<file path="src/shared/eee_pkg.sv">
package eee_pkg;

  // direct addresses on the switch register port
  localparam logic [7:0]  EEE_ADDR_TBL_SEL   = 8'h6e;
  localparam logic [7:0]  EEE_ADDR_OFFSET    = 8'h6f;
  localparam logic [7:0]  EEE_ADDR_DATA      = 8'ha0;

  // table-select fields: bits 7..5 pick the table, bits 3..0 the group
  localparam int          EEE_TBL_HI         = 7;
  localparam int          EEE_TBL_LO         = 5;
  localparam int          EEE_GRP_HI         = 3;
  localparam int          EEE_GRP_LO         = 0;
  localparam logic [2:0]  EEE_TBL_EEE        = 3'h1;
  localparam logic [3:0]  EEE_GRP_GLOBAL     = 4'h0;

  // indirect byte offsets of the global group (even byte = high half)
  localparam logic [7:0]  EEE_OFS_DIAG       = 8'h34;
  localparam logic [7:0]  EEE_OFS_DIAG_LO    = 8'h35;
  localparam logic [7:0]  EEE_OFS_MIN_LPI    = 8'h36;
  localparam logic [7:0]  EEE_OFS_WAKE_THR   = 8'h38;
  localparam logic [7:0]  EEE_OFS_DIAG_CTRL  = 8'h3a;

  // fixed and reset values
  localparam logic [3:0]  EEE_DIAG_RSVD_HI   = 4'h6;
  localparam logic [3:0]  EEE_DIAG_RSVD_MID  = 4'h8;
  localparam logic [3:0]  EEE_DIAG_RSVD_LO   = 4'h0;
  localparam int          EEE_NUM_PORTS      = 4;
  localparam logic [3:0]  EEE_NP_EN_RST      = 4'hf;
  localparam logic [15:0] EEE_MIN_LPI_VAL    = 16'h0000;
  localparam logic [15:0] EEE_WAKE_THR_VAL   = 16'h0201;
  localparam logic [15:0] EEE_DIAG_CTRL_VAL  = 16'h0001;
  localparam int          EEE_CNT_W          = 16;
  localparam logic [7:0]  EEE_BYTE_RST       = 8'h00;

  typedef struct packed {
    logic       wr;
    logic       rd;
    logic [7:0] addr;
    logic [7:0] wdata;
  } eee_req_t;

  typedef struct packed {
    logic        done;
    logic [15:0] dur;
  } eee_wake_t;

  typedef struct packed {
    logic [7:0]                 tbl_sel;
    logic [7:0]                 offset;
    logic [EEE_NUM_PORTS-1:0]   np_en;
    logic [EEE_CNT_W-1:0]       wake_err;
    logic [7:0]                 rdata;
    logic                       rvalid;
  } eee_state_t;

  localparam eee_state_t EEE_STATE_RST = '{
    tbl_sel: EEE_BYTE_RST, offset: EEE_BYTE_RST, np_en: EEE_NP_EN_RST,
    wake_err: '0, rdata: EEE_BYTE_RST, rvalid: 1'b0};

  // true when the table select points at the global eee group
  function automatic logic eee_is_global(input logic [7:0] sel);
    return (sel[EEE_TBL_HI:EEE_TBL_LO] == EEE_TBL_EEE) &&
           (sel[EEE_GRP_HI:EEE_GRP_LO] == EEE_GRP_GLOBAL);
  endfunction : eee_is_global

  // byte view of the global group; unmapped offsets read zero
  function automatic logic [7:0] eee_byte(input logic [7:0] ofs,
                                          input logic [EEE_NUM_PORTS-1:0] np);
    logic [15:0] word;
    word = 16'h0000;
    case ({ofs[7:1], 1'b0})
      EEE_OFS_DIAG:      word = {EEE_DIAG_RSVD_HI, EEE_DIAG_RSVD_MID, EEE_DIAG_RSVD_LO, np};
      EEE_OFS_MIN_LPI:   word = EEE_MIN_LPI_VAL;
      EEE_OFS_WAKE_THR:  word = EEE_WAKE_THR_VAL;
      EEE_OFS_DIAG_CTRL: word = EEE_DIAG_CTRL_VAL;
      default:           word = 16'h0000;
    endcase
    return ofs[0] ? word[7:0] : word[15:8];
  endfunction : eee_byte

endpackage : eee_pkg

</file>
<file path="src/hdl/eee_global_indirect_regs.sv">
`timescale 1ns/100ps

// Contract
// - offset at 0x6f, data byte at 0xa0
// - diagnostic bits 15:4 read 0x6,0x8,0x0
// - bit 3 port 4 next-page enable, reset 1
// - cleared enable skips next-page exchange
// - minimum lpi register reads all zero
// - wake threshold reads fixed 0x0201
// - wake over threshold bumps error counter
module eee_global_indirect_regs
  import eee_pkg::*;
(
  input  wire logic                     clk_in,
  input  wire logic                     rstn_in,
  input  wire eee_req_t                 req_in,
  input  wire eee_wake_t                wake_in,
  output logic [7:0]                    rdata_out,
  output logic                          rvalid_out,
  output logic [EEE_NUM_PORTS-1:0]      np_exchange_en_out,
  output logic [EEE_CNT_W-1:0]          wake_err_cnt_out
);

  eee_state_t st_reg;
  eee_state_t st_next;
  logic       sel_global;

  assign sel_global = eee_is_global(st_reg.tbl_sel);

  // next state: register writes, read capture and wake error counting
  always_comb begin
    st_next        = st_reg;
    st_next.rvalid = 1'b0;
    // writes; the table only answers when the global eee group is selected
    if (req_in.wr) begin
      case (req_in.addr)
        EEE_ADDR_TBL_SEL: st_next.tbl_sel = req_in.wdata;
        EEE_ADDR_OFFSET:  st_next.offset  = req_in.wdata;
        EEE_ADDR_DATA: begin
          // only the low diagnostic byte holds writable bits
          if (sel_global && st_reg.offset == EEE_OFS_DIAG_LO) begin
            st_next.np_en = req_in.wdata[EEE_NUM_PORTS-1:0];
          end
        end
        default: ;
      endcase
    end
    // reads see the state before a same-cycle write
    if (req_in.rd) begin
      st_next.rvalid = 1'b1;
      case (req_in.addr)
        EEE_ADDR_TBL_SEL: st_next.rdata = st_reg.tbl_sel;
        EEE_ADDR_OFFSET:  st_next.rdata = st_reg.offset;
        EEE_ADDR_DATA:    st_next.rdata = sel_global ?
                            eee_byte(st_reg.offset, st_reg.np_en) : 8'h00;
        default:          st_next.rdata = 8'h00;
      endcase
    end
    // saturate rather than wrap so a flood of errors never reads as few
    if (wake_in.done && wake_in.dur > EEE_WAKE_THR_VAL && st_reg.wake_err != '1) begin
      st_next.wake_err = st_reg.wake_err + {{(EEE_CNT_W-1){1'b0}}, 1'b1};
    end
  end

  // single state register
  always_ff @(posedge clk_in or negedge rstn_in) begin
    if (!rstn_in) begin
      st_reg <= EEE_STATE_RST;
    end else begin
      st_reg <= st_next;
    end
  end

  // outputs straight from the state flops
  assign rdata_out          = st_reg.rdata;
  assign rvalid_out         = st_reg.rvalid;
  assign np_exchange_en_out = st_reg.np_en;
  assign wake_err_cnt_out   = st_reg.wake_err;

  // data-port read with the global group and a given offset selected
  function automatic logic rd_at(input eee_req_t r, input logic sg,
                                 input logic [7:0] cur, input logic [7:0] want);
    return r.rd && r.addr == EEE_ADDR_DATA && sg && cur == want;
  endfunction : rd_at
endmodule : eee_global_indirect_regs

</file>
<file path="config.mk">
export PLATFORM = sky130hd
export DESIGN_NAME = eee_global_indirect_regs
export DESIGN_NICKNAME = d
export VERILOG_FILES = /design/src/shared/eee_pkg.sv /design/src/hdl/eee_global_indirect_regs.sv
export SDC_FILE = /design/constraint.sdc
export NUM_CORES = 1
export LEC_CHECK = 0
export ABC_AREA = 1
export ABC_CLOCK_PERIOD_IN_PS = 2950
export BUFFER_PORTS_ARGS = -buffer_cell sky130_fd_sc_hd__buf_2
export CAP_MARGIN = 10
export CORE_MARGIN = 4
export CORE_UTILIZATION = 58
export DETAILED_ROUTE_END_ITERATION = 6
export GPL_TIMING_DRIVEN = 0
export PLACE_DENSITY_LB_ADDON = 0.1
export SYNTH_ARGS = -nofsm -noshare
export SYNTH_HDL_FRONTEND = slang
export SYNTH_SLANG_ARGS = --single-unit
</file>
<file path="constraint.sdc">
create_clock -name clk_in -period 2.95 [get_ports clk_in]
set_input_delay 0.4425 -clock clk_in [delete_from_list [all_inputs] [get_ports clk_in]]
set_output_delay 0.4425 -clock clk_in [all_outputs]
set_load 0.005 [all_outputs]
</file>
# --- Yosys cells after proc, flatten, opt, wreduce, memory -nomap -nowiden ---
# Index checks and enable logic that the tools add are counted.
op_classes:
  reduce_logical: 8
  add_sub_neg: 1
  eq_ne: 9
  magnitude_cmp: 1
  n_mux: 5
ops:
  columns: ["cell", "n"]
  rows:
  - ["$pmux 15 s3", 1]
  - ["$pmux 8 s3", 1]
  - ["$eq 7x5->1 const B", 3]
  - ["$add 16x1->16 const B", 1]
  - ["$eq 8x7->1 const B", 2]
  - ["$gt 16x10->1 const B", 1]
  - ["$mux 8", 2]
  - ["$ne 16x16->1 const B", 1]
  - ["$eq 8x6->1 const B", 1]
  - ["$eq 8x8->1 const B", 1]
  - ["$logic_and 1x1->1", 4]
  - ["$logic_not 4->1", 1]
  - ["$reduce_and 2->1", 2]
  - ["$eq 3x1->1 const B", 1]
  - ["$reduce_and 3->1", 1]
  - ["$mux 1", 1]
word_totals:
  in_bits: 37
  register_bits: 45
  word_cells: 30
  out_inout_bits: 29

# --- Longest topological paths before layout ---
# Gate-level depths: netlist of run 1.
logic_depth:
  ltp_word: 5
  ltp_mapped: 11

# --- Worst setup path before layout of run 1 ---
# OpenSTA, ideal clock, no wires.
synth_timing:
  kind: "input to register"
  from: "input port req_in[12] in the netlist's numbering"
  to: "register st_reg[36] in the netlist's numbering"
  cell_stages: 9
  setup_ps: 117
  t_arrival_ps: 1425
  slack_ps: 1407
  path_buffers: 1
  required_ps: 2833
  cell_sequence: "inv_1 nand2_1 nor3_4 nand2_2 inv_2 nand2_2 buf_6 nand2_1 o21ai_2"
synth_via:
  elab_chain_len: 2
synth_rtl:
  columns: ["item", "line", "text"]
  rows:
  - ["start, declared", "eee_global_indirect_regs.sv:16", "input wire eee_req_t req_in,"]
  - ["$eq 8x7->1", "eee_global_indirect_regs.sv:36", "case (req_in.addr)"]
  - ["$reduce_and 2->1 (no source line)", null, null]
  - ["end signal, assigned", "eee_global_indirect_regs.sv:70", "st_reg <= st_next;"]
  - ["end, declared", "eee_global_indirect_regs.sv:24", "eee_state_t st_reg;"]
# Every way passes these cells.
# A chain may end at the register's enable or synchronous reset.

# --- Worst setup path in the final report of run 1 ---
layout_timing:
  from: "register st_reg, in the netlist wake_err_cnt_out[0]"
  to: "register st_reg, in the netlist wake_err_cnt_out[13]"
layout_via:
  elab_chain_len: 2
layout_rtl:
  columns: ["item"]
  rows:
  - ["branches (longest 2 deep; another with $add 16x1->16)"]
# Several ways; the timed one is not identified.

==> flow_metrics.env, run 1 <==
export IMPL_final_hold_viol_count=0
export IMPL_rsz0062_at_grt="false"
export IMPL_skew_ns=0.01121
export IMPL_die_h_um=76.86
export IMPL_drtIter0Drc=189
export IMPL_peakVddDrop_mv=0.2567
export IMPL_critical_path_required_ns=3.15
export IMPL_min_path_type="in2async"
export IMPL_cts_sinks=45
export IMPL_hpwl_um=4454
export IMPL_final_nets=468
export IMPL_grt_pass1_vias=2224
export IMPL_yosysWarnings=0
export IMPL_drc_errors=0
export IMPL_syn_nets=397
export IMPL_clk_pin_slew_ns=0.09
export IMPL_yosysSeqAreaShare_pct=41.13
export IMPL_fin_setup_tns_ns=0
export IMPL_pre_cts_ws_ns=1.083
export IMPL_cp_end_kind="register"
export IMPL_antenna_found_initial=0
export IMPL_post_cts_buffers=0
export IMPL_synth_edf_count=0
export IMPL_async_flop_share_pct=100.0
export IMPL_htree_levels=2
export IMPL_core_um2=4474
export IMPL_synth_cells=359
export IMPL_period_minus_slack_ns=1.792
export IMPL_drv_cap=0
export IMPL_n_antenna_cell=0
export IMPL_via_per_inst=5.000
export IMPL_clk_path_buf_depth=2
export IMPL_synthToLayoutAreaGrowth_pct=17.93
export IMPL_vias=2415
export IMPL_power_density_nw_per_um2=437.9
export IMPL_fin_hold_ws_ns=0.2898
export IMPL_start_kind="register"
export IMPL_cts_resized=0
export IMPL_die_x_um=76.86
export IMPL_rows=24
export IMPL_wl_per_cell_um=12.04
export IMPL_crit_arrival_ns=1.99
export IMPL_cts_tree="built"
export IMPL_numCtsBuffers=5
export IMPL_cts_root_buffer="clkbuf_8"
export IMPL_track_usage_pct=20.97
export IMPL_setup_ws_ns=1.158
export IMPL_finalPower_mw=1.420
export IMPL_setup_violations=0
export IMPL_critPathKind="reg2reg"
export IMPL_grt_pass1_wl_um=10120
export IMPL_gp_congestion=0.8904
export IMPL_drv_slew=0
export IMPL_antenna_left=0
export IMPL_fillerInstances=372
export IMPL_layout_drive_gt1_share_pct=31.09
export IMPL_cp_max_fo=10
export IMPL_period_share_pct=60.75
export IMPL_grt_overflow_total=0
export IMPL_dr_pass1_iters=5
export IMPL_syn_avg_cell_area_um2=7.661
export IMPL_port_buffers=64
export IMPL_start_util_pct=61.47
export IMPL_max_freq_ghz=0.5580
export IMPL_ys_ff_latch=45
export IMPL_status="complete, no violations"
export IMPL_synth_top_flop_cell="dfrtp_1"
export IMPL_grt_max_degree=46
export IMPL_clk_latency_ns=0.31
export IMPL_syn_cell_area_um2=2750
export IMPL_io_pins=66
export IMPL_maxSlewHeadroom_pct=33.77
export IMPL_p_leak_nw=1.755
export IMPL_synth_cell_types=35
export IMPL_die_area_um2=5907
export IMPL_routed_wl_um=5813
export IMPL_worst_slew_pin_slew_ns=0.9935
export IMPL_cts_hold_buf=0
## layout by cell type (no fill, tap or decap)
| cell type | n |
|---|---|
| nand2_1 | 123 |
| buf_2 | 66 |
| dfrtp_1 | 41 |
| inv_1 | 34 |
| nand3_1 | 29 |
| buf_4 | 28 |
| nor2_1 | 17 |
| o21ai_0 | 8 |
| o21ai_1 | 8 |
| nor3_1 | 8 |
| xor2_1 | 8 |
| o21ai_2 | 8 |
| nand4_1 | 6 |
| clkbuf_8 | 5 |
| nand3_2 | 4 |
| nor3_2 | 4 |
| dfstp_2 | 4 |
| inv_2 | 3 |
| xnor2_1 | 3 |
| and2_1 | 2 |
| buf_6 | 2 |
| clkbuf_1 | 2 |
| nand3b_1 | 2 |
| nand2_2 | 2 |
| nor2_2 | 1 |
| nor3_4 | 1 |
| nor2_4 | 1 |
| a21boi_2 | 1 |
| nand3b_4 | 1 |
| nand2_4 | 1 |
| clkinv_1 | 1 |
| a21oi_1 | 1 |
| a21o_1 | 1 |
| o211ai_1 | 1 |
| a31oi_1 | 1 |
| ha_1 | 1 |
| clkinv_2 | 1 |
| bufinv_16 | 1 |
## cells by family (layout without fill, tap and decap cells)
logic type      Yosys count  count (layout)  share of synthesized area (%)
compound gates           29              29                          6.825
xor+xnor                 11              11                          3.503
fa+ha+maj                 1               1                         0.4549
buf+inv                  71             143                          14.15
flops                    45              45                          41.13
simple gates            202             202                          33.94
## metrics by stage
step / cell area [um^2] / std cells / utilization, %
after floorplan: 2750 / 359 / -
after global placement: 3136 / 475 / 70.08
after detailed placement: 3136 / 475 / 70.08
after CTS: 3243 / 483 / 72.48
after global routing: 3243 / 483 / 72.48
final: 3243 / 483 / 72.48
## metal layers
| metal | wire (um) | track usage, % | vias up |
|---|---|---|---|
| li1 | - | - | 1255 |
| met1 | 2862 | 30.12 | 1063 |
| met2 | 2421 | 31.62 | 89 |
| met3 | 466 | 4.684 | 8 |
| met4 | 62 | 6.159 | 0 |
| met5 | 0 | 0 | - |
## power breakdown
group / switching [mW] / leakage, nW / internal [mW]
clock network: 0.213 / 0.0552 / 0.252
registers: 0.0555 / 0.602 / 0.657
logic: 0.119 / 1.10 / 0.124
## path summary, 6_finish.rpt
kind                                                     to                            start  cells after the start  slack [ns]
setup / recovery           wake_err_cnt_out[13]$_DFFE_PN0P_  wake_err_cnt_out[0]$_DFFE_PN0P_                      8        1.16
hold / removal                     rdata_out[2]$_DFFE_PN0P_                          rstn_in                      1        0.29
setup reg to reg           wake_err_cnt_out[13]$_DFFE_PN0P_  wake_err_cnt_out[0]$_DFFE_PN0P_                      8        1.16
hold reg to reg                    rdata_out[0]$_DFFE_PN0P_         rdata_out[0]$_DFFE_PN0P_                      2        0.48
max in group asynchronous            st_reg[29]$_DFFE_PN0P_                          rstn_in                      1        2.03
min in group clk_in                    rvalid_out$_DFF_PN0_                       req_in[16]                      1        0.32
## cell type report
class / count / area [um^2] / area share [%]
Timing Repair Buffer: 64 / 320.3 / 9.877
Tap cell: 52 / 65.06 / 2.006
Multi-Input combinational cell: 243 / 1230 / 37.92
Sequential cell: 45 / 1131 / 34.88
Inverter: 38 / 142.6 / 4.398
Clock buffer: 6 / 72.57 / 2.238
Buffer: 33 / 246.5 / 7.600
Clock inverter: 2 / 35.03 / 1.080
## cells in the mapped netlist (2+ instances only)
cell | n | area share, %
inv_1 | 34 | 4.6
nand3_1 | 29 | 5.3
nor2_1 | 17 | 2.3
inv_2 | 3 | 0.41
nor3_1 | 8 | 1.5
dfstp_2 | 4 | 3.8
nand4_1 | 6 | 1.4
nand3b_1 | 2 | 0.55
buf_2 | 2 | 0.36
buf_6 | 2 | 0.82
xor2_1 | 8 | 2.5
nand3_2 | 4 | 1.5
o21ai_2 | 8 | 2.5
buf_4 | 28 | 7.6
and2_1 | 2 | 0.45
o21ai_0 | 8 | 1.5
xnor2_1 | 3 | 0.96
o21ai_1 | 8 | 1.5
nor3_2 | 4 | 1.5
dfrtp_1 | 41 | 37
nand2_1 | 123 | 17
nand2_2 | 2 | 0.45
## critical path, cell delays in order, from the launching register on
cell      delay, ns
dfrtp_1        0.45
ha_1           0.23
nand3_2        0.13
nor2_4         0.17
nand3_2        0.11
nand3b_4       0.21
buf_2          0.22
nand3_1        0.10
nand2_1        0.06
(Power assumes the default switching activity.)
==> inputs of run 2 (changes only) <==
ABC_AREA = 0   (was 1)
ABC_CLOCK_PERIOD_IN_PS = 1770   (was 2950)
CORE_UTILIZATION = 52   (was 58)
clock period = 1.77 ns   (was 2.95 ns; I/O delays follow)
==> flow_metrics.env, run 2 <==
export IMPL_status="finished with violations"
export IMPL_violations="negative setup slack"
export IMPL_yosysSeqAreaShare_pct=46.96
export IMPL_n_antenna_cell=0
export IMPL_period_share_pct=104.7
export IMPL_final_nets=341
export IMPL_cpMaxStageDelayCell="or4_4"
export IMPL_ys_ff_latch=45
export IMPL_synth_area_mux_share_pct=13.51
export IMPL_clk_pin_slew_ns=0.08
export IMPL_syn_avg_cell_area_um2=10.80
export IMPL_synth_area_top_cells="dfrtp_1, mux2_2, buf_4, xnor2_1, dfstp_2"
export IMPL_clk_latency_ns=0.30
export IMPL_drtIter0Drc=103
export IMPL_antenna_found_initial=0
export IMPL_cts_root_buffer="clkbuf_8"
export IMPL_peakVddDrop_mv=0.7083
export IMPL_finalPower_mw=2.643
export IMPL_drc_errors=0
export IMPL_worst_slew_pin_slew_ns=0.9645
export IMPL_max_freq_ghz=0.5398
export IMPL_yosysTopAreaCell="dfrtp_1"
export IMPL_rsz0062_at_grt="true"
export IMPL_routed_wl_um=4941
export IMPL_io_pins=66
export IMPL_antenna_left=0
export IMPL_crit_arrival_ns=2.08
export IMPL_grt_pass1_wl_um=8583
export IMPL_pre_cts_ws_ns=-0.5317
export IMPL_critPathKind="in2reg"
export IMPL_drv_slew=0
export IMPL_crit_start="req_in[9]"
export IMPL_mostFrequentLayoutCell="buf_2"
export IMPL_synth_most_common_cell="dfrtp_1"
export IMPL_yosysWarnings=0
export IMPL_cp_max_fo=4
export IMPL_synth_top_cell_area_share_pct=42.60
export IMPL_synth_edf_count=0
export IMPL_hpwl_um=3576
export IMPL_power_density_nw_per_um2=855.6
export IMPL_synth_xor_area_share_pct=5.455
export IMPL_synth_cell_types=36
export IMPL_grt_max_degree=46
export IMPL_min_path_type="in2async"
export IMPL_synth_top_flop_cell="dfrtp_1"
export IMPL_vias=1839
export IMPL_start_util_pct=54.56
export IMPL_cts_sinks=45
export IMPL_rows=24
export IMPL_crit_buf_inv=1
export IMPL_track_usage_pct=17.65
export IMPL_die_area_um2=5784
export IMPL_die_h_um=76.06
export IMPL_final_util_pct=69.98
export IMPL_via_per_inst=5.166
export IMPL_dr_pass1_iters=4
export IMPL_r2r_start="st_reg[35]$_DFFE_PN0P_"
export IMPL_setup_violations=8
export IMPL_synth_adder_area_share_pct=0.5195
export IMPL_async_flop_share_pct=100.0
export IMPL_synthToLayoutAreaGrowth_pct=28.26
export IMPL_synth_top_family_by_area="simple AND/OR/NAND/NOR gates"
export IMPL_port_buffers=64
export IMPL_fillerInstances=330
export IMPL_grt_overflow_total=0
export IMPL_drv_cap=0
export IMPL_cpMostUsedCell="or4_4"
export IMPL_cts_tree="built"
export IMPL_final_hold_viol_count=0
export IMPL_critical_path_required_ns=2.00
export IMPL_critPathMaxStageDelay_ns=0.52
export IMPL_clk_path_buf_depth=2
export IMPL_cp_cell_sequence="buf_6 -> or4_4 -> or4_4 -> nor4_4 -> nand3_4 -> mux2_4"
export IMPL_period_minus_slack_ns=1.852
export IMPL_wl_per_cell_um=13.88
export IMPL_synth_simple_gate_area_share_pct=18.08
export IMPL_synth_cells=223
export IMPL_fin_setup_tns_ns=-0.4554
export IMPL_htree_levels=2
export IMPL_core_um2=4414
export IMPL_syn_cell_area_um2=2409
export IMPL_maxSlewHeadroom_pct=35.70
export IMPL_p_leak_nw=1.510
export IMPL_path_delay_family="simple AND/OR/NAND/NOR gates"
export IMPL_synth_compound_area_share_pct=4.727
export IMPL_setup_ws_ns=-0.08240
export IMPL_cp_end_kind="register"
export IMPL_final_cell_mix="buf_2, dfrtp_1, buf_4"
export IMPL_gp_congestion=0.8317
export IMPL_final_cell_area_um2=3089
export IMPL_placed_area_um2=2800
export IMPL_synth_common_cells="dfrtp_1, buf_4, mux2_2, xnor2_1, nor2_1"
export IMPL_skew_ns=0.007983
export IMPL_start_kind="input port"
export IMPL_die_x_um=76.06
export IMPL_numCtsBuffers=5
export IMPL_layout_drive_gt1_share_pct=51.64
export IMPL_grt_pass1_vias=1876
export IMPL_syn_nets=261
## run 2: cell types whose count changed in the layout (fill, tap and decap cells not counted), sizes merged, moves of 11 or more
cell	previous run	this run
inv	37	8
nand3	33	11
o21ai	24	4
xnor2	3	14
mux2	0	24
nand2	126	12
## run 2: worst paths after layout
check | end | slack (ns) | cells past startpoint
setup / recovery | np_exchange_en_out[0]$_DFFE_PN1P_ | -0.08 | 6
hold / removal | rdata_out[0]$_DFFE_PN0P_ | 0.12 | 1
setup reg to reg | np_exchange_en_out[0]$_DFFE_PN1P_ | -0.05 | 5
hold reg to reg | rdata_out[0]$_DFFE_PN0P_ | 0.50 | 2
max in group asynchronous | wake_err_cnt_out[0]$_DFFE_PN0P_ | 0.99 | 1
min in group clk_in | rvalid_out$_DFF_PN0_ | 0.15 | 1
## run 2: logic make-up (layout without fill, tap and decap cells)
| kind of cell | count (synthesis) | after routing |
|---|---|---|
| flops | 45 | 45 |
| buf+inv | 41 | 122 |
| xor+xnor | 15 | 15 |
| fa+ha+maj | 1 | 1 |
| simple gates | 74 | 74 |
| mux | 28 | 28 |
| compound gates | 19 | 19 |
## run 2: worst register-to-register path, stage by stage (launching register included)
cell and delay [ns]:
dfrtp_1 0.41, nor4bb_2 0.32, nand3_1 0.20, nor4_4 0.36, nand3_4 0.15, mux2_4 0.32
## run 2: report_power, final
| part | leakage (nW) | internal (mW) | switching (mW) |
|---|---|---|---|
| Sequential | 0.590 | 1.13 | 0.125 |
| Clock | 0.0585 | 0.460 | 0.341 |
| Combinational | 0.862 | 0.360 | 0.225 |
| Total | 1.51 | 1.95 | 0.691 |
## run 2: through the flow
step           hold slack (ns)  std cells
5_1_grt                 0.1374        356
3_3_place_gp            0.4685        339
4_1_cts                 0.1393        349
3_5_place_dp            0.4576        339
6_report                0.1166        356
2_1_floorplan         -0.03009        223
## run 2: timing repair
item / in CTS / in global routing
endpoints found under the setup margin: 33 / 31
hold buffers: 0 / 0
pin swaps: 6 / 5
resized for setup: 11 / 12
buffers inserted: 2 / 8
## run 2: routing by layer
| metal | vias to the layer above | routed length [um] | track usage (%) |
|---|---|---|---|
| met4 | 0 | 44 | 5.070 |
| li1 | 920 | - | - |
| met1 | 865 | 2007 | 21.40 |
| met5 | - | 0 | 0 |
| met3 | 5 | 296 | 4.610 |
| met2 | 49 | 2592 | 30.74 |
## run 2: cell type report
cell class,instances,area (um^2),share of cell area [%]
multi-input cells,137,1111,35.97
plain buffers,32,226.5,7.331
well taps,52,65.06,2.106
inverters,8,30.03,0.9721
repair buffers,74,407.9,13.20
clock inverters,1,30.03,0.9721
clock buffers,7,86.33,2.795
flip-flops and latches,45,1132,36.65
==> inputs of run 3 (changes only) <==
ABC_CLOCK_PERIOD_IN_PS = 2100   (was 1770)
clock period = 2.1 ns   (was 1.77 ns; I/O delays follow)
==> flow_metrics.env, run 3 (synthesis results as in run 2) <==
export IMPL_status="complete, no violations"
export IMPL_cpMaxStageDelayCell="or4_4"
export IMPL_critical_path_required_ns=2.33
export IMPL_final_hold_viol_count=0
export IMPL_rows=24
export IMPL_fillerInstances=378
export IMPL_vias=1827
export IMPL_period_share_pct=95.78
export IMPL_maxSlewHeadroom_pct=34.06
export IMPL_critPathMaxStageDelay_ns=0.52
export IMPL_final_nets=333
export IMPL_cts_root_buffer="clkbuf_8"
export IMPL_die_area_um2=5784
export IMPL_n_antenna_cell=0
export IMPL_core_um2=4414
export IMPL_drv_cap=0
export IMPL_cp_max_fo=4
export IMPL_clk_pin_slew_ns=0.09
export IMPL_drtIter0Drc=83
export IMPL_htree_levels=2
export IMPL_die_h_um=76.06
export IMPL_crit_buf_inv=1
export IMPL_grt_pass1_vias=1834
export IMPL_grt_max_degree=46
export IMPL_period_minus_slack_ns=2.011
export IMPL_wl_per_cell_um=13.87
export IMPL_p_leak_nw=1.426
export IMPL_synthToLayoutAreaGrowth_pct=20.62
export IMPL_critPathKind="in2reg"
export IMPL_clk_latency_ns=0.30
export IMPL_peakVddDrop_mv=0.6784
export IMPL_min_path_type="in2async"
export IMPL_power_density_nw_per_um2=686.8
export IMPL_io_pins=66
export IMPL_mostFrequentLayoutCell="buf_2"
export IMPL_layout_drive_gt1_share_pct=44.59
export IMPL_start_kind="input port"
export IMPL_max_freq_ghz=0.4971
export IMPL_die_x_um=76.06
export IMPL_grt_pass1_wl_um=8224
export IMPL_skew_ns=0.008500
export IMPL_final_cell_mix="buf_2, dfrtp_1, buf_4"
export IMPL_setup_violations=0
export IMPL_antenna_left=0
export IMPL_crit_arrival_ns=2.24
export IMPL_track_usage_pct=17.07
export IMPL_via_per_inst=5.250
export IMPL_grt_overflow_total=0
export IMPL_path_delay_family="simple AND/OR/NAND/NOR gates"
export IMPL_cp_end_kind="register"
export IMPL_port_buffers=64
export IMPL_final_cell_area_um2=2905
export IMPL_start_util_pct=54.56
export IMPL_numCtsBuffers=5
export IMPL_drc_errors=0
export IMPL_antenna_found_initial=0
export IMPL_cts_sinks=45
export IMPL_gp_congestion=0.8571
export IMPL_dr_pass1_iters=4
export IMPL_fin_setup_tns_ns=0
export IMPL_drv_slew=0
export IMPL_hpwl_um=3616
export IMPL_cts_tree="built"
export IMPL_cp_cell_sequence="buf_2 -> or4_1 -> or4_4 -> nor4_4 -> nand3_4 -> mux2_4"
export IMPL_clk_path_buf_depth=2
export IMPL_routed_wl_um=4826
export IMPL_worst_slew_pin_slew_ns=0.9891
export IMPL_placed_area_um2=2794
[run 3: cell types whose count changed in the layout (fill, tap and decap cells not counted), moves of 2 or more]
cell and delta:
buf_4 -9, a21oi_1 +4, a21oi_2 -4, clkbuf_1 +3
buf_2 +2, buf_6 -2, nor4b_1 +2, nor4b_2 -2
[run 3: path summary, 6_finish.rpt]
kind,startpoint,end,slack (ns),cells after the start
worst max-delay path,req_in[9],np_exchange_en_out[1]$_DFFE_PN1P_,0.09,6
worst min-delay path,rstn_in,rdata_out[0]$_DFFE_PN0P_,0.18,1
worst max register to register,st_reg[39]$_DFFE_PN0P_,np_exchange_en_out[1]$_DFFE_PN1P_,0.14,5
worst min register to register,rdata_out[0]$_DFFE_PN0P_,rdata_out[0]$_DFFE_PN0P_,0.50,2
max in group asynchronous,rstn_in,st_reg[32]$_DFFE_PN0P_,1.31,1
min in group clk_in,req_in[16],rvalid_out$_DFF_PN0_,0.21,1
[run 3: report_power, final]
group | internal [mW] | switching, mW
Sequential | 0.952 | 0.111
Clock | 0.236 | 0.286
Combinational | 0.249 | 0.161
[run 3: routing by layer]
layer | GRT usage, % | part of all wire (%) | up-vias
met5 | 0 | 0 | -
met4 | 6.294 | 0.77 | 0
met3 | 5.674 | 6.4 | 6
met2 | 28.60 | 51 | 49
met1 | 20.31 | 42 | 865
li1 | - | - | 907
[run 3: area by class of cell]
| type | count | area (um^2) | share of cell area [%] |
|---|---|---|---|
| Inverter | 8 | 30.03 | 1.034 |
| Clock buffer | 7 | 76.32 | 2.627 |
| Buffer | 33 | 229.0 | 7.881 |
| Tap cell | 52 | 65.06 | 2.239 |
| Clock inverter | 1 | 7.507 | 0.2584 |
| Multi-Input combinational cell | 137 | 1039 | 35.75 |
| Timing Repair Buffer | 65 | 327.8 | 11.28 |
| Sequential cell | 45 | 1131 | 38.93 |
[run 3: metrics by stage]
| stage | std cells | hold WS, ns | setup WS [ns] | util [%] | total power, mW |
|---|---|---|---|---|---|
| CTS | 347 | 0.1991 | 0.05529 | 65.33 | 2.019 |
| finish | 348 | 0.1779 | 0.08852 | 65.82 | 1.995 |
| detailed placement | 339 | 0.4822 | -0.2558 | 63.29 | 1.491 |
| global route | 348 | 0.1992 | -0.001213 | 65.82 | 2.104 |
| global placement | 339 | 0.4743 | -0.2632 | 63.29 | 1.479 |
| floorplan | 223 | 0.01941 | -0.03313 | - | 1.316 |
[run 3: repair_timing]
item / in CTS / in global routing
resized for setup: 1 / 2
hold buffers: 0 / 0
endpoints found under the hold margin: 0 / 0
setup buffers: 0 / 1
setup endpoints to repair: 4 / 13
